===== config.mk =====
export PLATFORM = sky130hd
export DESIGN_NAME = flrc_regs
export DESIGN_NICKNAME = d
export VERILOG_FILES = /design/src/flrc_pkg.sv /design/src/flrc_timer.sv /design/src/flrc_regs.sv
export SDC_FILE = /design/constraint.sdc
export NUM_CORES = 1
export LEC_CHECK = 0
export BUFFER_PORTS_ARGS = -buffer_cell sky130_fd_sc_hd__buf_2
export CAP_MARGIN = 20
export CORE_ASPECT_RATIO = 1.5
export CORE_MARGIN = 2
export CORE_UTILIZATION = 50
export CTS_CLUSTER_DIAMETER = 100
export DETAILED_ROUTE_END_ITERATION = 6
export GPL_TIMING_DRIVEN = 0
export HOLD_SLACK_MARGIN = 0.15
export PLACE_DENSITY = 0.71
export SYNTH_ARGS = -nofsm -noshare
export SYNTH_HDL_FRONTEND = slang
export SYNTH_HIERARCHICAL = 1
export SYNTH_SLANG_ARGS = --single-unit

===== constraint.sdc =====
create_clock -name ref_clk -period 6.8 [get_ports ref_clk]
set_clock_uncertainty 0.15 [all_clocks]
set_input_delay 0 -clock ref_clk [delete_from_list [all_inputs] [get_ports ref_clk]]
set_output_delay 0 -clock ref_clk [all_outputs]
set_load 0.1 [all_outputs]

===== src/flrc_pkg.sv =====
// Package of register offsets, field positions, reset values and modes.
package flrc_pkg;

  // ==========================================================================
  // Register map
  localparam logic [7:0] FLRC_ADDR_CFG   = 8'h07;
  localparam logic [7:0] FLRC_ADDR_FEAT  = 8'h08;
  localparam logic [7:0] FLRC_ADDR_CUR   = 8'h09;
  localparam logic [7:0] FLRC_ADDR_EN    = 8'h0A;
  localparam logic [7:0] FLRC_ADDR_FLAGS = 8'h0B;

  // ==========================================================================
  // Reset values
  localparam logic [7:0] FLRC_CFG_RST  = 8'h78;
  localparam logic [7:0] FLRC_FEAT_RST = 8'hD2;
  localparam logic [7:0] FLRC_CUR_RST  = 8'h00;
  localparam logic [7:0] FLRC_EN_RST   = 8'h00;

  // ==========================================================================
  // Field positions
  localparam int CFG_LEVEL   = 7;
  localparam int CFG_FPOL    = 6;
  localparam int CFG_LPOL    = 5;
  localparam int CFG_RPOL    = 4;
  localparam int CFG_RFTORCH = 3;
  localparam int CFG_INPUT_VOLTAGE_FLASH_MONITOR    = 2;
  localparam int CFG_THMON   = 1;
  localparam int CFG_INDEXT  = 0;
  localparam int EN_THERM    = 7;
  localparam int EN_RF       = 6;
  localparam int EN_FPIN     = 5;
  localparam int EN_LPIN     = 4;
  localparam int EN_PRECHG   = 3;
  localparam int EN_PASS     = 2;
  localparam int FLG_RF      = 7;
  localparam int FLG_TOUT    = 0;

  // ==========================================================================
  // Timing
  localparam int FLRC_CLK_HZ      = 20_000_000;
  localparam int FLRC_TOUT_STEP_MS = 100;
  localparam int FLRC_TOUT_STEP_CYC =
    FLRC_CLK_HZ / 1000 * FLRC_TOUT_STEP_MS;

  // ==========================================================================
  // Operating modes
  typedef enum logic [1:0] {
    FLRC_STANDBY   = 2'h0,
    FLRC_INDICATOR = 2'h1,
    FLRC_TORCH     = 2'h2,
    FLRC_FLASH     = 2'h3
  } flrc_mode_t;

  typedef enum logic [2:0] {
    FLRC_S_IDLE  = 3'h1,
    FLRC_S_ARMED = 3'h2,
    FLRC_S_FIRE  = 3'h4
  } flrc_fsm_t;

endpackage : flrc_pkg


===== src/flrc_timer.sv =====
// Flash time-out counter in a programmable number of whole steps of fixed length.
`timescale 1ns/10ps
module flrc_timer #(
  parameter int STEP_CYC = 2_000_000
) (
  // Clock and reset
  input  wire logic       ref_clk,
  input  wire logic       arst_n,
  // Control
  input  wire logic       run,
  input  wire logic [2:0] steps_code,
  // Status
  output logic            expired
);

  localparam int CW = $clog2(STEP_CYC + 1);

  initial begin
    if (STEP_CYC < 1) $error("STEP_CYC must be at least one");
  end

  logic [CW-1:0] cyc_r;
  logic [3:0]    step_r;

  // =========================================================================
  // Counting
  // One step beyond the code, since code zero already means one step.
  always_ff @(posedge ref_clk or negedge arst_n) begin
    if (!arst_n) begin
      cyc_r  <= '0;
      step_r <= '0;
    end else if (!run) begin
      cyc_r  <= '0;
      step_r <= '0;
    end else if (!expired) begin
      if (cyc_r == CW'(STEP_CYC - 1)) begin
        cyc_r  <= '0;
        step_r <= step_r + 4'h1;
      end else begin
        cyc_r <= cyc_r + CW'(1);
      end
    end
  end

  assign expired = run && (step_r > {1'b0, steps_code});

endmodule : flrc_timer


===== src/flrc_regs.sv =====
// Register bank and mode control of the LED flash driver.
// ============================================================================
`timescale 1ns/10ps
module flrc_regs
  import flrc_pkg::*;
#(
  parameter int TOUT_STEP_CYC = FLRC_TOUT_STEP_CYC
) (
  // Clock and reset
  input  wire logic       ref_clk,
  input  wire logic       arst_n,
  // Register port from the serial bus engine
  input  wire logic [7:0] reg_addr,
  input  wire logic [7:0] reg_wdata,
  input  wire logic       reg_wr,
  input  wire logic       reg_rd,
  output logic      [7:0] reg_rdata,
  // Trigger pins
  input  wire logic       flash_trig,
  input  wire logic       lamp_trig,
  input  wire logic       rf_burst,
  // Fault reports from the analogue side
  input  wire logic [6:0] fault_in,
  // LED control outputs
  output logic            led_on,
  output logic      [1:0] led_mode,
  output logic      [3:0] led_code,
  output logic            led_torch_level,
  output logic            indicator_external,
  output logic            input_voltage_flash_monitor,
  output logic            thermistor_enable,
  output logic            thermistor_mode,
  output logic      [1:0] current_limit,
  output logic      [2:0] flash_ramp,
  output logic            output_cap_precharge_enable,
  output logic            pass_only
);

  // The time-out needs at least one clock per step, and the control fields
  // must sit clear of the two mode bits, which the RF lock treats apart.
  initial begin
    if (TOUT_STEP_CYC < 1) $error("TOUT_STEP_CYC must be at least one");
    if (EN_PASS < 2 || EN_PRECHG < 2 || EN_LPIN < 2) begin
      $error("Enable fields overlap the mode field");
    end
    if (EN_FPIN < 2 || EN_RF < 2 || EN_THERM < 2) begin
      $error("Enable fields overlap the mode field");
    end
    if (EN_THERM > 7 || CFG_LEVEL > 7 || FLG_RF > 7) begin
      $error("Field position outside the byte");
    end
    if (FLRC_CUR_RST[7] || FLRC_EN_RST[1:0] != FLRC_STANDBY) begin
      $error("Reset values break the reserved bit or standby");
    end
  end

  // ==========================================================================
  // Register storage
  logic [7:0] cfg_r;
  logic [7:0] feat_r;
  logic [7:0] cur_r;
  logic [7:0] en_r;
  logic [7:0] flags_r;
  logic       pass_hold_r;
  logic       inhibit_r;
  flrc_fsm_t  fsm_r;
  logic       flash_act_r;
  logic       expired;

  function automatic logic hit(input logic [7:0] a, input logic [7:0] off);
    return a == off;
  endfunction : hit

  // Pin levels normalised to active high.
  logic fpin;
  logic lpin;
  logic rfpin;
  assign fpin  = flash_trig == cfg_r[CFG_FPOL];
  assign lpin  = lamp_trig  == cfg_r[CFG_LPOL];
  assign rfpin = rf_burst   == cfg_r[CFG_RPOL];

  // The RF pin counts only when its enable is set, so a disabled pin can
  // neither flag nor lock the mode field.
  logic rf_evt;
  assign rf_evt = rfpin && en_r[EN_RF];

  logic flags_rd;
  assign flags_rd = reg_rd && hit(reg_addr, FLRC_ADDR_FLAGS);

  logic [1:0] mode_f;
  assign mode_f = en_r[1:0];

  // ==========================================================================
  // Configuration, features and current registers
  always_ff @(posedge ref_clk or negedge arst_n) begin
    if (!arst_n) begin
      cfg_r  <= FLRC_CFG_RST;
      feat_r <= FLRC_FEAT_RST;
      cur_r  <= FLRC_CUR_RST;
    end else if (reg_wr) begin
      if (hit(reg_addr, FLRC_ADDR_CFG)) begin
        cfg_r <= reg_wdata;
      end
      if (hit(reg_addr, FLRC_ADDR_FEAT)) begin
        feat_r <= reg_wdata;
      end
      if (hit(reg_addr, FLRC_ADDR_CUR)) begin
        cur_r <= {1'b0, reg_wdata[6:0]};
      end
    end
  end

  // ==========================================================================
  // Enable register; the mode field is frozen while the RF flag stands.
  always_ff @(posedge ref_clk or negedge arst_n) begin
    if (!arst_n) begin
      en_r <= FLRC_EN_RST;
    end else if (reg_wr && hit(reg_addr, FLRC_ADDR_EN)) begin
      en_r[7:2] <= reg_wdata[7:2];
      if (!flags_r[FLG_RF]) begin
        en_r[1:0] <= reg_wdata[1:0];
      end
    end
  end

  // ==========================================================================
  // Flags: set wins over the clear by read.
  logic [7:0] flag_set;
  assign flag_set = {rf_evt, fault_in[6:1], expired};

  always_ff @(posedge ref_clk or negedge arst_n) begin
    if (!arst_n) begin
      flags_r <= '0;
    end else if (flags_rd) begin
      flags_r <= flag_set;
    end else begin
      flags_r <= flags_r | flag_set;
    end
  end

  // Faults on fault_in[4:1] inhibit the LED until the flags are read back.
  always_ff @(posedge ref_clk or negedge arst_n) begin
    if (!arst_n) begin
      inhibit_r <= 1'b0;
    end else if (|fault_in[4:1]) begin
      inhibit_r <= 1'b1;
    end else if (flags_rd) begin
      inhibit_r <= 1'b0;
    end
  end

  // ==========================================================================
  // Pass-only hold across an active LED mode
  // The hold follows the mode field, not led_on, so an inhibited or idle
  // flash still keeps pass-only until the host writes standby.
  always_ff @(posedge ref_clk or negedge arst_n) begin
    if (!arst_n) begin
      pass_hold_r <= 1'b0;
    end else if (mode_f == FLRC_STANDBY) begin
      pass_hold_r <= 1'b0;
    end else if (en_r[EN_PASS]) begin
      pass_hold_r <= 1'b1;
    end
  end

  // ==========================================================================
  // Flash sequencing
  logic fpin_d_r;
  always_ff @(posedge ref_clk or negedge arst_n) begin
    if (!arst_n) begin
      fpin_d_r <= 1'b0;
    end else begin
      fpin_d_r <= fpin;
    end
  end

  logic flash_mode;
  logic fstart;
  assign flash_mode = mode_f == FLRC_FLASH && !inhibit_r;
  // Without the pin enable the write itself starts the flash.
  assign fstart = en_r[EN_FPIN] ? (fpin && !fpin_d_r) : 1'b1;

  always_ff @(posedge ref_clk or negedge arst_n) begin
    if (!arst_n) begin
      fsm_r <= FLRC_S_IDLE;
    end else if (!flash_mode) begin
      fsm_r <= FLRC_S_IDLE;
    end else begin
      unique case (fsm_r)
        FLRC_S_IDLE: begin
          fsm_r <= FLRC_S_ARMED;
        end
        FLRC_S_ARMED: begin
          if (fstart) begin
            fsm_r <= FLRC_S_FIRE;
          end
        end
        FLRC_S_FIRE: begin
          // Level mode ends on time-out or when the pin drops (pin enable set); edge mode on time-out only.
          if (expired) begin
            fsm_r <= FLRC_S_ARMED;
          end else if (cfg_r[CFG_LEVEL] && en_r[EN_FPIN] && !fpin) begin
            fsm_r <= FLRC_S_ARMED;
          end
        end
        default: begin
          fsm_r <= FLRC_S_IDLE;
        end
      endcase
    end
  end

  logic fire;
  assign fire = fsm_r == FLRC_S_FIRE;

  // A flash with no pin enable never returns to standby after time-out, since
  // the mode field is the host's; on expired the FSM drops to ARMED and fires again.
  flrc_timer #(
    .STEP_CYC   (TOUT_STEP_CYC)
  ) u_timer (
    .ref_clk    (ref_clk),
    .arst_n     (arst_n),
    .run        (fire),
    .steps_code (feat_r[2:0]),
    .expired    (expired)
  );

  // ==========================================================================
  // LED drive outputs
  logic on_nxt;
  logic torch_lvl_nxt;
  always_comb begin
    on_nxt        = 1'b0;
    torch_lvl_nxt = 1'b0;
    if (!inhibit_r) begin
      unique case (mode_f)
        FLRC_STANDBY: begin
          on_nxt = 1'b0;
        end
        FLRC_INDICATOR: begin
          on_nxt = cfg_r[CFG_INDEXT] ? lpin : 1'b1;
        end
        FLRC_TORCH: begin
          on_nxt = en_r[EN_LPIN] ? lpin : 1'b1;
        end
        FLRC_FLASH: begin
          on_nxt = fire && !expired;
          if (fire && rf_evt) begin
            on_nxt        = cfg_r[CFG_RFTORCH];
            torch_lvl_nxt = cfg_r[CFG_RFTORCH];
          end
        end
      endcase
    end
  end

  always_ff @(posedge ref_clk or negedge arst_n) begin
    if (!arst_n) begin
      led_on          <= 1'b0;
      led_mode        <= FLRC_STANDBY;
      led_code        <= '0;
      led_torch_level <= 1'b0;
      flash_act_r     <= 1'b0;
    end else begin
      led_on          <= on_nxt;
      led_mode        <= mode_f;
      led_torch_level <= torch_lvl_nxt;
      flash_act_r     <= fire;
      if (mode_f == FLRC_FLASH && !torch_lvl_nxt) begin
        led_code <= cur_r[3:0];
      end else begin
        led_code <= {1'b0, cur_r[6:4]};
      end
    end
  end

  // ==========================================================================
  // Feature outputs
  always_ff @(posedge ref_clk or negedge arst_n) begin
    if (!arst_n) begin
      indicator_external          <= 1'b0;
      input_voltage_flash_monitor <= 1'b0;
      thermistor_enable           <= 1'b0;
      thermistor_mode             <= 1'b0;
      current_limit               <= '0;
      flash_ramp                  <= '0;
      output_cap_precharge_enable <= 1'b0;
      pass_only                   <= 1'b0;
    end else begin
      indicator_external          <= cfg_r[CFG_INDEXT];
      input_voltage_flash_monitor <= cfg_r[CFG_INPUT_VOLTAGE_FLASH_MONITOR];
      thermistor_enable           <= en_r[EN_THERM];
      thermistor_mode             <= cfg_r[CFG_THMON] && en_r[EN_THERM];
      current_limit               <= feat_r[7:6];
      flash_ramp                  <= feat_r[5:3];
      output_cap_precharge_enable <= en_r[EN_PRECHG];
      pass_only                   <= en_r[EN_PASS] || pass_hold_r;
    end
  end

  // ==========================================================================
  // Read data
  // Reads are registered; a read of the flags clears them at the same edge,
  // so the host always sees the state from before the clear.
  always_ff @(posedge ref_clk or negedge arst_n) begin
    if (!arst_n) begin
      reg_rdata <= '0;
    end else if (reg_rd) begin
      unique case (reg_addr)
        FLRC_ADDR_CFG:   reg_rdata <= cfg_r;
        FLRC_ADDR_FEAT:  reg_rdata <= feat_r;
        FLRC_ADDR_CUR:   reg_rdata <= cur_r;
        FLRC_ADDR_EN:    reg_rdata <= en_r;
        FLRC_ADDR_FLAGS: reg_rdata <= flags_r;
        default:         reg_rdata <= '0;
      endcase
    end
  end

endmodule : flrc_regs


After elaboration in Yosys (flattened, before gate mapping)

Index checks and enable logic that the tools add are counted.
W data, S select, Z words.

Output and inout port bits: 27
Word-level logic and storage cells: 104
Input bits: 30
Register bits after elaboration: 97

Mux-type cells: 27
Equal/unequal tests: 19
Reductions and logical operators: 28
Add/sub/neg operators: 2
$lt $le $gt $ge: 1
Bitwise operators: 2

Operator list:

| kind                    | count |
|---|---|
| $mux W21                | 3 |
| $pmux W8 S5             | 1 |
| $eq A8 B4 Y1 const B    | 4 |
| $add A21 B1 Y21 const B | 1 |
| $eq A21 B21 Y1 const B  | 1 |
| $mux W4                 | 4 |
| $logic_and A1 B1 Y1     | 12 |
| $mux W1                 | 12 |
| $mux W3                 | 4 |
| $reduce_and A2 Y1       | 6 |
| $pmux W3 S3             | 1 |
| $eq A8 B3 Y1 const B    | 1 |
| $mux W8                 | 1 |
| $or A8 B8 Y8            | 1 |
| $logic_not A1 Y1        | 5 |
| $add A4 B1 Y4 const B   | 1 |
| $eq A2 B2 Y1 const B    | 2 |
| $gt A4 B3 Y1            | 1 |
| $ne A4 B3 Y1 const B    | 1 |
| $pmux W1 S4             | 1 |
| $reduce_bool A2 Y1      | 2 |
| $reduce_or A4 Y1        | 1 |
| $eq A1 B1 Y1            | 3 |
| $eq A3 B1 Y1 const B    | 1 |
| 9 further kinds         | 9 |

Logic depth before layout (Yosys ltp)

Word-level depth: 9
Gate-level depth with buffers: 10
Depth with buffers taken out: 9

Hierarchy

The synthesis kept the hierarchy.

By module, submodules not included:

| module     | sequential area each (µm²) | cells an instance | times used | area each (µm²) |
|---|---|---|---|---|
| flrc_regs  | 1,813.0                    | 215               | 1          | 3,017.9 |
| flrc_timer | 625.6                      | 159               | 1          | 1,470.2 |

Worst setup path after synthesis

Ideal clock, no wire load.

Path kind: register to register
Start: register feat_r[1]
End: register fsm_r[1]
Setup time: 0.082 ns
Arrival: 2.136 ns
Clock period less this slack: 2.368 ns
Path slack: 4.432 ns
Data required time: 6.568 ns
Stages on the path, launching flop included: 11
Buffers on the path: 1
Path through: dfstp_2 -> inv_1 -> ha_1 -> and4b_1 -> a21oi_2 -> nand2_4 -> inv_2 -> buf_2 -> a31oi_1 -> or2b_1 -> a31oi_1

Longest elaborated chain between the ends: 5
Elaborated cells between the ends (all ways): 7
Classes of those cells: order compare: 1; eq/ne: 1; mux: 3; reduce/logical: 2

RTL lines:

| what                    | line             | RTL |
|---|---|---|
| from (decl)             | flrc_regs.sv:60  | `logic [7:0] feat_r;` |
| from (signal assigned)  | flrc_regs.sv:105 | `feat_r <= reg_wdata;` |
| $gt A4 B3 Y1 (*)        | flrc_timer.sv:45 | `assign expired = run && (step_r > {1'b0, steps_code});` |
| $logic_and A1 B1 Y1 (*) | flrc_timer.sv:45 |  |
| named net expired       | flrc_regs.sv:68  | `logic expired;` |
| $mux W3                 | flrc_regs.sv:200 | `if (expired) begin` |
| $pmux W3 S3             | flrc_regs.sv:189 | `unique case (fsm_r)` |
| $mux W3                 | flrc_regs.sv:186 | `end else if (!flash_mode) begin` |
| to (signal assigned)    | flrc_regs.sv:187 | `fsm_r <= FLRC_S_IDLE;` |
| to (signal assigned)    | flrc_regs.sv:191 | `fsm_r <= FLRC_S_ARMED;` |
| to (signal assigned)    | flrc_regs.sv:201 | `fsm_r <= FLRC_S_ARMED;` |
| to (decl)               | flrc_regs.sv:66  | `flrc_fsm_t fsm_r;` |

Mark *: on every way through the listed nets, which the timed path passes. The rest lies on a longest branch.
A chain may end at the register's enable or synchronous reset.

Final worst setup path

Start: input port reg_addr[6]
End: register reg_rdata[7]

Longest elaborated chain between the ends: 2
Elaborated cells between the ends (all ways): 6
Classes of those cells: eq/ne: 5; mux: 1

RTL lines:

| what                                                | line             | RTL |
|---|---|---|
| from (decl)                                         | flrc_regs.sv:13  | `input wire logic [7:0] reg_addr,` |
| $eq A8 B4 Y1 / $eq A8 B3 Y1 (equally long branches) | flrc_regs.sv:309 | `unique case (reg_addr)` |
| $pmux W8 S5 (*)                                     | flrc_regs.sv:309 |  |
| to (signal assigned)                                | flrc_regs.sv:310 | `FLRC_ADDR_CFG: reg_rdata <= cfg_r;` |
| to (signal assigned)                                | flrc_regs.sv:311 | `FLRC_ADDR_FEAT: reg_rdata <= feat_r;` |
| to (signal assigned)                                | flrc_regs.sv:312 | `FLRC_ADDR_CUR: reg_rdata <= cur_r;` |
| to (decl)                                           | flrc_regs.sv:17  | `output logic [7:0] reg_rdata,` |

Every way passes the cells marked *; elsewhere a longest branch is shown, timed or not.

==> flow_summary.ini <==
[power_and_ir_drop]
p_leak_nw = 2.64
vdd_ir_drop_max_uv = 171
p_per_area_nw_per_um2 = 228

[grt]
grt_max_degree = 65
gr-usage-all-layers_pct = 24.2
grt_pass1_wl_um = 17700
grt_pass1_vias = 3546
antenna_found_initial = 0
grt.overflow.total = 0

[drt]
drtAntennaViolNets = 0
wire_per_inst_um = 18.4
vias = 3394
remaining_drc_errors = 0
totalWireLength_um = 10800
drt-initial-drc-count = 235
drtPass1Iterations = 5
via_per_inst = 5.79

[critical_path]
worstPathRequired_ns = 6.93
cp_common_cell = dlygate4sd3_1
arrival_ns = 3.05
startpoint_type = input pin
critPathSlowestCell = dlygate4sd3_1
path_max_fanout = 9
cp_slowest_stage_delay_ns = 0.73
critPathKind = in2reg
path_cells = dlygate4sd3_1 > buf_2 > nor4_4 > dlygate4sd3_1 > o211ai_2 > or3_1 > o311ai_0 > dlygate4sd3_1
critPathCaptureType = register

[logic_synthesis]
synth_top_flop_cell = dfrtp_1
yosysWarnings = 6
syn_area_per_cell_sq_um = 12.0
synth_area_leaders = dfrtp_1 (49%), mux2_2 (12%), dfstp_2 (5.3%)
synth_edf_count = 0
synth_most_common_cell = dfrtp_1
synth-async-reset-ratio_pct = 100
synth_area_sq_um = 4490
synth_top_area_cell = dfrtp_1
ys_ff_latch = 97
yosysSeqAreaShare_pct = 54.3
synth_common_cells = dfrtp_1 (88), mux2_2 (46), nand2_1 (22)
netlist_instances = 374
yosysUniqueCellTypes = 65
synth_nets = 409
post-synth-top-area-fraction_pct = 49.1

[timing]
fin_crit_sh_pct = 42.9
relSlewSlack_pct = 31.0
report.final.slew_viol_count = 0
tightest_slew_ns = 1.03
setup_viol = 0
finalHoldViolCount = 0
setup_slack_ns = 3.88
min_period_ns = 2.92
fmax_mhz = 342
tns_ns = 0
hold_slack_ns = 0.161
rsz0062_at_grt = no

[place]
gp_congestion = 0.843
pre_cts_ws_ns = 4.03
dp_hpwl_um = 7350
numPortBuffers = 53

[clock_network]
cts.clk_slew.worst_paths_ns = 0.06
cts_tree = built
cts_buffer_depth = 2
cts_inserted_buffers = 9
h-tree-depth = 3
clock-root-buffer = clkbuf_16
clock-sinks = 97
clock_latency_ns = 0.34
post-cts-setup-buffer-count = 0

[die]
chipHeight_um = 120
dieArea_sq_um = 9770
core_area_sq_um = 8780
die_x_um = 81.4
std_cell_rows = 42
io_pins = 57
start_util_pct = 51.1

[finish]
fillers = 671
drive_gt1_share_pct = 31.5
diodes = 0
syn2layout_area_growth_pct = 24.3
final_nets = 506

[min_path]
hold_path.class = in2reg

[job]
cap_violations = 0

[outcome]
status = completed
## final cells by class
| cell class | instances | area (sq um) | area share (%) |
|---|---|---|---|
| clock buffer | 10 | 239 | 4.28 |
| buffer | 10 | 46.3 | 0.830 |
| tap | 110 | 138 | 2.47 |
| inverter | 15 | 56.3 | 1.01 |
| timing repair buffer | 86 | 626 | 11.2 |
| clock inverter | 6 | 88.8 | 1.59 |
| multi-input combinational | 252 | 1950 | 34.9 |
| sequential | 97 | 2440 | 43.7 |
## registers in the layout (all words and copies together) (netlist names), 2 cells and up
| signal | count |
|---|---|
| cfg_r | 8 |
| current_limit | 2 |
| u_timer/cyc_r | 21 |
| feat_r | 8 |
| led_code | 4 |
| flags_r | 8 |
| flash_ramp | 3 |
| cur_r | 7 |
| fsm_r | 3 |
| reg_rdata | 8 |
| u_timer/step_r | 4 |
| led_mode | 2 |
| en_r | 8 |
## routing by layer
metal  track usage [%]  vias up  share of wire [%]
met5                 0        -                  0
met4              11.7        0                2.4
met3              3.68       21                3.5
met2              42.1       96                 55
met1              28.4     1689                 39
li1                  -     1588                  -
## timing repair
| item | 4_1_cts | 5_1_grt |
|---|---|---|
| hold buffers | 32 | 0 |
| resized for setup | 0 | 0 |
| endpoints found under the hold margin | 142 | 0 |
## kinds of logic after synthesis
logic type | count (synthesis) | share of synthesized area [%]
AND/OR/NAND/NOR | 110 | 14.9
flip-flops | 97 | 54.3
AO/OA/AOI/OAI | 80 | 13.1
multiplexers | 50 | 12.7
buffers and inverters | 25 | 2.29
XOR/XNOR | 7 | 1.37
adder cells (fa/ha/maj) | 5 | 1.39
## where the power goes
group / internal (W) / total [W] / switching [W]
combinational: 0.0000429 / 0.000117 / 0.0000742
clock: 0.000333 / 0.000548 / 0.000215
sequential: 0.000595 / 0.000607 / 0.0000126
total: 0.000970 / 0.00127 / 0.000302
## worst max-delay path: cells and delay by family
| kind | cells | cell delay (ns) |
|---|---|---|
| AOI/OAI and AO/OA | 2 | 0.38 |
| buffers and inverters | 4 | 1.99 |
| and+or+nand+nor | 2 | 0.67 |
## final timing paths
path,startpoint,cells past startpoint,to,slack (ns)
worst max-delay path,reg_addr[6],8,reg_rdata[7]$_DFFE_PN0P_,3.88
worst min-delay path,reg_addr[7],4,feat_r[7]$_DFFE_PN1P_,0.16
worst max register to register,feat_r[1]$_DFFE_PN1P_,10,fsm_r[1]$_DFFE_PN0P_,4.02
worst min register to register,en_r[3]$_DFFE_PN0N_,0,output_cap_precharge_enable$_DFF_PN0_,0.25
max in group asynchronous,arst_n,4,cfg_r[5]$_DFFE_PN1P_,5.52
min in group asynchronous,arst_n,3,feat_r[1]$_DFFE_PN1P_,0.60
## per-stage QoR
stage	cells	area (sq um)	utilization, %	total power [W]
finish	586	5580	63.6	0.00127
global placement	537	4890	55.7	0.000717
CTS	586	5580	63.6	0.00128
detailed placement	538	4920	56.1	0.000721
floorplan	374	4490	-	0.000679
global route	586	5580	63.6	0.00132
## placed cells by master (no fill, tap or decap), types with 13 or more instances in the layout
cell type | synthesis | layout
nand2_1 | 22 | 22
mux2_2 | 46 | 46
dlygate4sd3_1 | 0 | 31
nor2_1 | 16 | 16
inv_1 | 14 | 14
a21o_1 | 16 | 16
buf_2 | 7 | 59
dfrtp_1 | 88 | 88
o21ai_0 | 13 | 13
Power figures use the tool's default switching activity.
